$ cat src/imt_pkg.sv
// Shared constants and types for the indirect configuration and motion trigger registers
package imt_pkg;

	////////////////////////////////////////////////////////////////////////
	// Direct register addresses
	localparam int          ADDR_W         = 6;
	localparam logic [5:0]  ADDR_RD_PTR    = 6'h17;
	localparam logic [5:0]  ADDR_SELECTOR  = 6'h18;
	localparam logic [5:0]  ADDR_UNLOCK    = 6'h1e;
	localparam logic [5:0]  ADDR_WINDOW    = 6'h22;

	////////////////////////////////////////////////////////////////////////
	// Indirect select codes
	localparam logic [4:0]  SEL_I2C_OFF    = 5'h01;
	localparam logic [4:0]  SEL_MOTION_CTL = 5'h02;
	localparam logic [4:0]  SEL_THRESH_Y   = 5'h03;
	localparam logic [4:0]  SEL_THRESH_X   = 5'h04;
	localparam logic [4:0]  SEL_THRESH_Z   = 5'h05;
	localparam logic [4:0]  SEL_OUT_CTL    = 5'h0b;

	////////////////////////////////////////////////////////////////////////
	// Reset values
	localparam logic [7:0]  RD_PTR_RST     = 8'h00;
	localparam logic [4:0]  SELECTOR_RST   = 5'h00;
	localparam logic [7:0]  MOTION_CTL_RST = 8'h07;
	localparam logic [7:0]  OUT_CTL_RST    = 8'h1c;
	localparam logic [7:0]  I2C_OFF_RST    = 8'h00;
	localparam logic [7:0]  THRESH_RST     = 8'h10;

	////////////////////////////////////////////////////////////////////////
	// Unlock key sequence and operating mode
	localparam logic [7:0]  KEY_FIRST      = 8'h00;
	localparam logic [7:0]  KEY_SECOND     = 8'h50;
	localparam logic [7:0]  KEY_THIRD      = 8'ha0;
	localparam logic [2:0]  MODE_MOTION    = 3'b011;

	// Magnitude bits actually used in each threshold code
	localparam int          MAG_BITS_XZ    = 6;
	localparam int          MAG_BITS_Y     = 7;

	////////////////////////////////////////////////////////////////////////
	// Types
	typedef enum logic [2:0] {
		KEY_IDLE  = 3'b001,
		KEY_GOT_A = 3'b010,
		KEY_GOT_B = 3'b100
	} imt_key_state_t;

	// Motion control layout: bits 5:3 require Z,X,Y; bits 2:0 enable Z,X,Y
	typedef struct packed {
		logic [1:0] rsvd;
		logic       req_z;
		logic       req_x;
		logic       req_y;
		logic       en_z;
		logic       en_x;
		logic       en_y;
	} imt_motion_ctl_t;

	// Triggered-axis report: bit 2 Y, bit 1 X, bit 0 Z
	typedef struct packed {
		logic y;
		logic x;
		logic z;
	} imt_axes_t;

endpackage

$ cat src/imt_axis_cmp.sv
// Per-axis threshold comparator for the motion detector
`timescale 1ns/1ps

module imt_axis_cmp #(
	parameter int MAG_BITS = 6
) (
	input  wire logic [7:0] thresh,
	input  wire logic [7:0] delta,
	output logic            hit
);

	generate
		if (MAG_BITS < 1 || MAG_BITS > 8) begin : g_bad_width
			$error("imt_axis_cmp: MAG_BITS must be 1 to 8");
		end
	endgenerate

	logic [7:0] used_mask;
	logic [7:0] thresh_used;

	// Unused upper code bits never weigh in on the comparison
	assign used_mask   = 8'(({8'h00, 8'hff} >> (8 - MAG_BITS)) & 16'h00ff);
	assign thresh_used = thresh & used_mask;

	// Raw unsigned codes, no correction; reaching the threshold counts as a hit
	assign hit = (delta >= thresh_used);

endmodule

$ cat src/imt_regs.sv
// Indirect configuration window, unlock key and motion trigger logic
//
// How it works
// - Write-only 8-bit I2C read pointer, resets to zero, only for I2C reads.
// - Selector holds 5-bit select field, resets zero, upper bits reserved.
// - Select codes: I2C off, motion control, Y, X, Z thresholds, output control.
// - Written selector maps its indirect register onto the data window.
// - Selector writes are ignored unless the configuration lock is open.
// - Motion control bits 5:3 require Z, X, Y; reset 0; AND condition.
// - Motion control bits 2:0 enable Z, X, Y; reset 1; OR condition.
// - Enable only X,Y fires on either; bits 7:6 reserved.
// - Each axis has its own 8-bit threshold for acceleration change.
// - Thresholds are unsigned magnitudes; reaching one raises the trigger.
// - Threshold reset value depends on variant, 10h or 08h.
// - X and Z ignore bits 7:6; Y ignores bit 7.
// - Raw threshold codes are compared with no correction.
// - Key sequence 00h, 50h, A0h opens lock; any other closes it.
// - Window write commits into selected indirect register, lock required.
// - Motion detector works only in motion detection mode 011.
// - Triggering axes reported as bit 2 Y, bit 1 X, bit 0 Z.
`timescale 1ns/1ps

module imt_regs #(
	parameter logic [7:0] THRESH_RESET = imt_pkg::THRESH_RST
) (
	input  wire logic                  core_clk,
	input  wire logic                  rstn,
	input  wire logic                  reg_wr,
	input  wire logic                  reg_rd,
	input  wire logic [5:0]            reg_addr,
	input  wire logic [7:0]            reg_wdata,
	output logic      [7:0]            reg_rdata,
	output logic      [7:0]            i2c_read_ptr,
	output logic                       lock_open,
	output logic      [7:0]            i2c_off_cfg,
	output logic      [7:0]            out_ctl_cfg,
	input  wire logic [2:0]            op_mode,
	input  wire logic                  sample_valid,
	input  wire logic [7:0]            delta_x,
	input  wire logic [7:0]            delta_y,
	input  wire logic [7:0]            delta_z,
	output logic                       motion_trig,
	output imt_pkg::imt_axes_t         motion_axes
);

	generate
		if (THRESH_RESET[7]) begin : g_bad_reset
			$error("imt_regs: THRESH_RESET uses an unused threshold bit");
		end
	endgenerate

	////////////////////////////////////////////////////////////////////////
	// State
	logic [7:0]                 rd_ptr_r;
	logic [4:0]                 sel_r;
	imt_pkg::imt_motion_ctl_t   mctl_r;
	logic [7:0]                 thr_x_r;
	logic [7:0]                 thr_y_r;
	logic [7:0]                 thr_z_r;
	logic [7:0]                 i2c_off_r;
	logic [7:0]                 out_ctl_r;
	logic                       lock_r;
	imt_pkg::imt_key_state_t    key_r;
	imt_pkg::imt_key_state_t    key_nxt;
	logic                       lock_nxt;
	logic [7:0]                 rdata_r;
	logic [7:0]                 rdata_nxt;
	logic                       trig_r;
	imt_pkg::imt_axes_t         axes_r;

	logic wr_ptr;
	logic wr_sel;
	logic wr_key;
	logic wr_win;
	logic sel_reserved;
	logic [7:0] win_value;

	assign wr_ptr = reg_wr && (reg_addr == imt_pkg::ADDR_RD_PTR);
	assign wr_sel = reg_wr && (reg_addr == imt_pkg::ADDR_SELECTOR);
	assign wr_key = reg_wr && (reg_addr == imt_pkg::ADDR_UNLOCK);
	assign wr_win = reg_wr && (reg_addr == imt_pkg::ADDR_WINDOW) && lock_r;

	////////////////////////////////////////////////////////////////////////
	// I2C read pointer
	always_ff @(posedge core_clk or negedge rstn) begin
		if (!rstn) begin
			rd_ptr_r <= imt_pkg::RD_PTR_RST;
		end else if (wr_ptr) begin
			rd_ptr_r <= reg_wdata;
		end
	end

	////////////////////////////////////////////////////////////////////////
	// Unlock key sequencer
	always_comb begin
		key_nxt  = imt_pkg::KEY_IDLE;
		lock_nxt = 1'b0;
		case (key_r)
			imt_pkg::KEY_IDLE: begin
				if (reg_wdata == imt_pkg::KEY_FIRST) begin
					key_nxt = imt_pkg::KEY_GOT_A;
				end
			end
			imt_pkg::KEY_GOT_A: begin
				if (reg_wdata == imt_pkg::KEY_SECOND) begin
					key_nxt = imt_pkg::KEY_GOT_B;
				end else if (reg_wdata == imt_pkg::KEY_FIRST) begin
					key_nxt = imt_pkg::KEY_GOT_A;
				end
			end
			imt_pkg::KEY_GOT_B: begin
				if (reg_wdata == imt_pkg::KEY_THIRD) begin
					lock_nxt = 1'b1;
				end else if (reg_wdata == imt_pkg::KEY_FIRST) begin
					key_nxt = imt_pkg::KEY_GOT_A;
				end
			end
			default: begin
				key_nxt = imt_pkg::KEY_IDLE;
			end
		endcase
	end

	// Every key write that does not finish the sequence closes the lock
	always_ff @(posedge core_clk or negedge rstn) begin
		if (!rstn) begin
			key_r  <= imt_pkg::KEY_IDLE;
			lock_r <= 1'b0;
		end else if (wr_key) begin
			key_r  <= key_nxt;
			lock_r <= lock_nxt;
		end
	end

	////////////////////////////////////////////////////////////////////////
	// Selector
	always_ff @(posedge core_clk or negedge rstn) begin
		if (!rstn) begin
			sel_r <= imt_pkg::SELECTOR_RST;
		end else if (wr_sel && lock_r) begin
			sel_r <= reg_wdata[4:0];
		end
	end

	////////////////////////////////////////////////////////////////////////
	// Indirect registers behind the window
	always_ff @(posedge core_clk or negedge rstn) begin
		if (!rstn) begin
			mctl_r    <= imt_pkg::MOTION_CTL_RST;
			thr_x_r   <= THRESH_RESET;
			thr_y_r   <= THRESH_RESET;
			thr_z_r   <= THRESH_RESET;
			i2c_off_r <= imt_pkg::I2C_OFF_RST;
			out_ctl_r <= imt_pkg::OUT_CTL_RST;
		end else if (wr_win) begin
			// Reserved codes fall through and store nothing
			case (sel_r)
				imt_pkg::SEL_I2C_OFF:    i2c_off_r <= reg_wdata;
				imt_pkg::SEL_MOTION_CTL: mctl_r    <= {2'b00, reg_wdata[5:0]};
				imt_pkg::SEL_THRESH_Y:   thr_y_r   <= reg_wdata;
				imt_pkg::SEL_THRESH_X:   thr_x_r   <= reg_wdata;
				imt_pkg::SEL_THRESH_Z:   thr_z_r   <= reg_wdata;
				imt_pkg::SEL_OUT_CTL:    out_ctl_r <= reg_wdata;
				default:                 out_ctl_r <= out_ctl_r;
			endcase
		end
	end

	////////////////////////////////////////////////////////////////////////
	// Read path
	always_comb begin
		sel_reserved = 1'b0;
		case (sel_r)
			imt_pkg::SEL_I2C_OFF:    win_value = i2c_off_r;
			imt_pkg::SEL_MOTION_CTL: win_value = mctl_r;
			imt_pkg::SEL_THRESH_Y:   win_value = thr_y_r;
			imt_pkg::SEL_THRESH_X:   win_value = thr_x_r;
			imt_pkg::SEL_THRESH_Z:   win_value = thr_z_r;
			imt_pkg::SEL_OUT_CTL:    win_value = out_ctl_r;
			default: begin
				win_value    = 8'h00;
				sel_reserved = 1'b1;
			end
		endcase
	end

	// The pointer is write-only and the key register hides its contents
	always_comb begin
		case (reg_addr)
			imt_pkg::ADDR_SELECTOR: rdata_nxt = {3'b000, sel_r};
			imt_pkg::ADDR_WINDOW:   rdata_nxt = win_value;
			default:                rdata_nxt = 8'h00;
		endcase
	end

	always_ff @(posedge core_clk or negedge rstn) begin
		if (!rstn) begin
			rdata_r <= 8'h00;
		end else if (reg_rd) begin
			rdata_r <= rdata_nxt;
		end
	end

	////////////////////////////////////////////////////////////////////////
	// Motion detector
	imt_pkg::imt_axes_t hit;
	imt_pkg::imt_axes_t hit_used;
	logic [2:0] req_zxy;
	logic [2:0] en_zxy;
	logic and_ok;
	logic or_ok;
	logic fire;

	imt_axis_cmp #(.MAG_BITS(imt_pkg::MAG_BITS_XZ)) u_cmp_x (
		.thresh (thr_x_r),
		.delta  (delta_x),
		.hit    (hit.x)
	);

	imt_axis_cmp #(.MAG_BITS(imt_pkg::MAG_BITS_Y)) u_cmp_y (
		.thresh (thr_y_r),
		.delta  (delta_y),
		.hit    (hit.y)
	);

	imt_axis_cmp #(.MAG_BITS(imt_pkg::MAG_BITS_XZ)) u_cmp_z (
		.thresh (thr_z_r),
		.delta  (delta_z),
		.hit    (hit.z)
	);

	assign req_zxy = {mctl_r.req_z, mctl_r.req_x, mctl_r.req_y};
	assign en_zxy  = {mctl_r.en_z, mctl_r.en_x, mctl_r.en_y};

	// Each required channel must trip, and at least one enabled one must too
	assign and_ok = (hit.z || !req_zxy[2]) && (hit.x || !req_zxy[1])
		&& (hit.y || !req_zxy[0]);
	assign or_ok  = (hit.z && en_zxy[2]) || (hit.x && en_zxy[1])
		|| (hit.y && en_zxy[0]);
	assign fire   = sample_valid && (op_mode == imt_pkg::MODE_MOTION)
		&& and_ok && or_ok;

	assign hit_used.y = hit.y && (en_zxy[0] || req_zxy[0]);
	assign hit_used.x = hit.x && (en_zxy[1] || req_zxy[1]);
	assign hit_used.z = hit.z && (en_zxy[2] || req_zxy[2]);

	// Settings are registers, so a window write lands before the next sample
	always_ff @(posedge core_clk or negedge rstn) begin
		if (!rstn) begin
			trig_r <= 1'b0;
			axes_r <= 3'b000;
		end else begin
			trig_r <= fire;
			if (fire) begin
				axes_r <= hit_used;
			end
		end
	end

	////////////////////////////////////////////////////////////////////////
	// Outputs
	assign reg_rdata    = rdata_r;
	assign i2c_read_ptr = rd_ptr_r;
	assign lock_open    = lock_r;
	assign i2c_off_cfg  = i2c_off_r;
	assign out_ctl_cfg  = out_ctl_r;
	assign motion_trig  = trig_r;
	assign motion_axes  = axes_r;
endmodule

$ cat config.mk
export PLATFORM = sky130hd
export DESIGN_NAME = imt_regs
export DESIGN_NICKNAME = d
export VERILOG_FILES = /design/src/imt_pkg.sv /design/src/imt_axis_cmp.sv /design/src/imt_regs.sv
export SDC_FILE = /design/constraint.sdc
export NUM_CORES = 1
export LEC_CHECK = 0
export ABC_AREA = 1
export BUFFER_PORTS_ARGS = -buffer_cell sky130_fd_sc_hd__buf_4
export CAP_MARGIN = 15
export CORE_MARGIN = 2
export CORE_UTILIZATION = 50
export CTS_CLUSTER_DIAMETER = 150
export DETAILED_ROUTE_END_ITERATION = 6
export PLACE_DENSITY_LB_ADDON = 0.2
export SYNTH_ARGS = -nofsm -noshare
export SYNTH_HDL_FRONTEND = slang
export SYNTH_SLANG_ARGS = --single-unit
$ cat constraint.sdc
create_clock -name core_clk -period 1.65 [get_ports core_clk]
set_input_delay 0.33 -clock core_clk [delete_from_list [all_inputs] [get_ports core_clk]]
set_output_delay 0.33 -clock core_clk [all_outputs]
set_load 0.05 [all_outputs]
==> Word level (Yosys, flattened, before mapping) <==
Index checks and enable logic that the tools add are counted.
{ "totals": {"ff_bits": 75, "inputBits": 46, "output_inout_bits": 37, "wordCells": 82} }
{ "classes": {"magnitude_cmp": 3, "eq_ne": 16, "n_mux": 8, "n_reduce_logical": 35} }
{ "op_table": {"columns": ["cell", "n"], "rows": [
  ["$pmux 8 s6", 1],
  ["$eq 6x5->1 const B", 3],
  ["$logic_and 1x1->1", 17],
  ["$ge 8x6->1", 2],
  ["$pmux 8 s2", 1],
  ["$reduce_and 2->1", 6],
  ["$eq 5x2->1 const B", 2],
  ["$eq 5x3->1 const B", 2],
  ["$pmux 3 s3", 1],
  ["$eq 8x7->1 const B", 1],
  ["$eq 8x8->1 const B", 1],
  ["$ge 8x7->1", 1],
  ["$logic_not 8->1", 1],
  ["$logic_or 1x1->1", 8],
  ["$eq 3x2->1 const B", 2],
  ["$eq 6x6->1 const B", 1],
  ["$mux 3", 2],
  ["$eq 5x1->1 const B", 1],
  ["$eq 5x4->1 const B", 1],
  ["$eq 3x1->1 const B", 1],
  ["$eq 3x3->1 const B", 1],
  ["$logic_not 1->1", 3],
  ["$mux 1", 2],
  ["$mux 2", 1]
]} }

==> Depth between registers and ports, before layout <==
{ "logic_depth": {"word_depth": 6, "depth_mapped": 14, "ltp_nobuf": 14} }

==> By module <==
Synthesis repeated with hierarchy kept, for this count alone.
{ "hier_totals": {"hier_cells": 547, "hier_area_um2": 4436.8} }
{ "by_module_without_submodules": {"columns": ["module", "n_inst", "cells_each", "area_each_um2", "seq_area_each_um2"], "rows": [
  ["imt_regs", 1, 443, 3866.2, 1889.3],
  ["imt_axis_cmp at u_cmp_x ...", 2, 34, 183.9, 0.0],
  ["imt_axis_cmp at u_cmp_y", 1, 36, 202.7, 0.0]
]} }

==> Least setup slack after synthesis <==
No wires, ideal clock.
{ "synth_timing": {"kind": "reg-to-reg", "startpoint": "register thr_y_r[4]", "endpoint": "register axes_r (netlist bit motion_axes[0])", "setup_ns": 0.119, "t_arrival_ns": 1.674, "t_required_ns": 1.531, "path_slack_ns": -0.144, "path_stages_with_launch": 12, "n_path_buf": 0, "period_less_slack_ns": 1.794, "cell_sequence": "dfstp_2 -> inv_1 -> ha_1 -> nand2_1 -> nor3_1 -> nand4_1 -> nand3_1 -> nor2_1 -> nor2_1 -> nand2_1 -> nand2_1 -> nand2_1"} }
{ "synth_between": {"elab_chain_cells": 5, "elab_cells_between_ends": 7, "classes_between": "order compare: 1; reduce/logical: 6"} }
{ "synth_rtl": {"columns": ["item", "line", "rtl"], "rows": [
  ["from (decl)", "imt_regs.sv:58", "logic [7:0] thr_y_r;"],
  ["from (signal assigned)", "imt_regs.sv:160", "imt_pkg::SEL_THRESH_Y: thr_y_r <= reg_wdata;"],
  ["$ge 8x7->1 *", "imt_axis_cmp.sv:26", "assign hit = (delta >= thresh_used);"],
  ["$logic_or 1x1->1", "imt_regs.sv:237", "&& (hit.y || !req_zxy[0]);"],
  ["$logic_and 1x1->1", "imt_regs.sv:237", null],
  ["$logic_and 1x1->1", "imt_regs.sv:241", "&& and_ok && or_ok;"],
  ["$logic_and 1x1->1 *", "imt_regs.sv:241", null],
  ["to (signal assigned)", "imt_regs.sv:255", "axes_r <= hit_used;"],
  ["to (decl)", "imt_regs.sv:69", "imt_pkg::imt_axes_t axes_r;"]
]} }
Every way passes the cells marked *; elsewhere a longest branch is shown, timed or not.
A chain may end at the register's enable or synchronous reset.

==> Worst setup path after layout <==
{ "layout_timing": {"startpoint": "register thr_y_r[4]", "endpoint": "register axes_r (netlist bit motion_axes[1])"} }
Same word-level chain as after synthesis.

==> out/metrics.csv <==
metric,value,unit
status,finished with violations,
violated checks,negative setup slack,
Slew HR,69.4,%
Post-synth EDFFs,0,
Initial Utilization,52.1,%
clock-pin slew on the worst setup and hold paths,0.08,ns
Synth area leader,dfrtp_1,
Die Ht,94.0,um
Slowest Stage Delay on Critical Path,0.54,ns
Area contributors post-synth,"dfrtp_1 40%, nand2_1 14%, dfstp_2 6.5%",
crit path from,thr_y_r[4],
"Net Count, Synth",552,
ys flop type,dfrtp_1,
Comb pwr share,11.9,%
MaxCap Viol Count,0,
# rows,32,
final core utilization,69.9,%
Post-Syn Area,0.00405,mm2
PwrDens,754,mW/mm2
clock buffer depth,2,
core area,0.00777,mm2
vias per inst,5.27,
Placed Instances,695,
TritonCTS clock tree,yes,
gpl congestion,0.923,
Clk pwr share,41.8,%
Top Ports,83,
dpl cell area,0.00500,mm2
critical-path cell list,"inv_2, ha_4, nand2_2, nor3_2, nand4_1, nand3_4, nor2_4, nor2_4, buf_6, nand3_1, nand2_1",
crit-path most repeated cell,nor2_4,
mux share of post-synthesis cell area,0,%
DR WL/cell,15.7,um
Worst R2R Start,thr_y_r[4],
worst-path fanout max,3,
largest family of logic cells by synthesized area,simple AND/OR/NAND/NOR gates,
unrepaired setup endpoints after global routing,yes,
Layout Area Growth over Synthesis,34.2,%
synth warn,0,
CP startpoint kind,flip-flop,
via count,3770,
sequential-to-total area share from yosys stat,46.7,%
Worst setup EP type,flip-flop,
final wirelength,11200,um
Slew Limit Fails,0,
Worst EP required,1.93,ns
Final Critical Period,1.78,ns
Final Hold Vio Count,0,
GRT Residual Overflow,0,
top-area cell type share of the netlist area,40.2,%
fill count,626,
xor-xnor portion of the synthesized cell area,0,%
Max Freq,563,MHz
DIE WIDTH,94.0,um
final antenna-violating net count,0,
WS Path Type,flip-flop to flip-flop,
Remaining DRCs,0,
Post-Synth Simple-Gate Area,25.1,%
asr flop ratio synth,100,%
initial antenna violation count,0,
gr usage total,26.2,%
final cell count without fillers,716,
Seq pwr share,46.4,%
Setup TNS Final,-0.370,ns
First-pass DRT Iterations,5,
# setup viols final,4,
HP Start,reg_rd,
Die Footprint,0.00883,mm2
Worst-Skew Late Latency,0.34,ns
Net Sw Frac,24.1,%
slack of the critical path,-0.127,ns
number of buffers created by CTS,9,
vias in the first global route,3607,
share of cells above drive strength 1,34.2,%
adder-cell share of the synthesized area,5.88,%
pin count of the biggest net entering global routing,30,
CTS sink count,75,
Post-synth top cells,"152 x nand2_1, 65 x dfrtp_1, 58 x inv_1, 37 x o21ai_1, 24 x o21ai_0",
Detail Placement HPWL,8240,um
# diodes,0,
post-synth cell types,33,
Post-Synthesis Cells,487,
Worst Skew,0.00889,ns
Final Cell Area,0.00543,mm2
1st-iter DRT viols,265,
Yosys reg bits,75,
Final Cycle Share,108,%
clock root buffer,clkbuf_8,
Worst EP arrival,2.06,ns
Hold Path Class,primary input to flip-flop,
maximum VDD drop,675,uV
"Avg Cell Area, Syn",8.31,um2
Slowest cell on crit path,dfstp_2,
Final nets,674,
H-tree levels,3,
first-pass GRT wire length,17700,um
cell class contributing the biggest share of worst-path delay,simple AND/OR/NAND/NOR gates,
Sw Pwr,988,uW
Pleak,0.00278,uW
post-synthesis compound-gate area fraction,14.7,%
Int Power,3100,uW
IO Port Bufs,82,
"Buf+Inv Stages, Crit Path",2,
"count leader, synth",nand2_1,
Slew @ Worst Pin,0.455,ns
flip-flops by register name, summed over array words and instances, names as in the netlist, 3 cells and up:
name / count
i2c_off_cfg: 8
i2c_read_ptr: 8
out_ctl_cfg: 8
reg_rdata: 8
thr_x_r: 8
thr_y_r: 8
thr_z_r: 8
sel_r: 5
en_zxy: 3
key_r: 3
mctl_r: 3
motion_axes: 3
layer usage:
layer	share of wire (%)	up-vias	global-route usage (%)
met5	0	-	0
met4	1.3	0	7.73
met3	6.5	18	3.29
met2	51	140	44.8
met1	41	1767	34.9
li1	-	1845	-
layout by cell type, fill, tap and decap left out, types with 10 or more instances in the layout:
| master | Yosys | layout |
|---|---|---|
| dfstp_2 | 10 | 10 |
| o21ai_0 | 24 | 24 |
| clkbuf_8 | 0 | 10 |
| nor2_1 | 17 | 14 |
| ha_1 | 19 | 17 |
| a21oi_1 | 11 | 11 |
| inv_1 | 58 | 54 |
| o21ai_1 | 37 | 36 |
| nand3_1 | 18 | 12 |
| buf_4 | 0 | 113 |
| nand2_1 | 152 | 146 |
| dfrtp_1 | 65 | 64 |
| o21ai_2 | 16 | 17 |
through the flow:
| stage | total power (uW) | hold slack [ns] | worst slack (ns) |
|---|---|---|---|
| global route | 4240 | 0.300 | -0.271 |
| global placement | 2380 | 0.281 | -0.0650 |
| CTS | 4100 | 0.274 | -0.126 |
| detailed placement | 2400 | 0.278 | -0.147 |
| finish | 4090 | 0.280 | -0.127 |
| floorplan | 2160 | 0.0344 | -0.0508 |
final cells by class:
cell class | instances | area (um2) | share of cell area [%]
Sequential cell | 75 | 1890 | 34.8
Inverter | 62 | 238 | 4.38
Tap cell | 102 | 128 | 2.35
Multi-Input combinational cell | 342 | 2000 | 36.8
Clock inverter | 5 | 100 | 1.84
Clock buffer | 11 | 141 | 2.60
Timing Repair Buffer | 119 | 932 | 17.2
power by group through the flow:
stage	registers, uW	logic [uW]	clock network (uW)
after global placement	1930	452	0
after global routing	1900	534	1800
final	1900	485	1710
after floorplan	2020	138	0
after CTS	1900	479	1720
after detailed placement	1930	473	0
cell families (layout without fill, tap and decap cells):
family          after synthesis  count (layout)
compound gates              101             101
fa+ha+maj                    19              19
buf+inv                      70             197
flops                        75              75
simple gates                222             222
worst paths after layout:
check	endpoint	slack, ns	cells after the start
max in group asynchronous	out_ctl_cfg[3]	0.64	3
hold / removal	reg_rdata[0]	0.28	3
hold reg to reg	motion_axes[0]	0.48	2
setup / recovery	motion_axes[1]	-0.13	11
min in group asynchronous	motion_axes[1]	0.45	2
setup reg to reg	motion_axes[1]	-0.13	11
worst reg2reg max path: stages (launching register included):
cell	delay [ns]
dfstp_2	0.54
inv_2	0.05
ha_4	0.25
nand2_2	0.04
nor3_2	0.13
nand4_1	0.17
nand3_4	0.13
nor2_4	0.04
nor2_4	0.12
buf_6	0.13
nand3_1	0.06
nand2_1	0.06
timing repair:
action / CTS / global route
buffers inserted: 0 / 4
pin swaps: 2 / 13
hold endpoints to repair: 22 / 0
hold buffers: 1 / 0
endpoints found under the setup margin: 7 / 24
resized for setup: 10 / 28
Note: power is estimated with default switching activity, not from simulation.
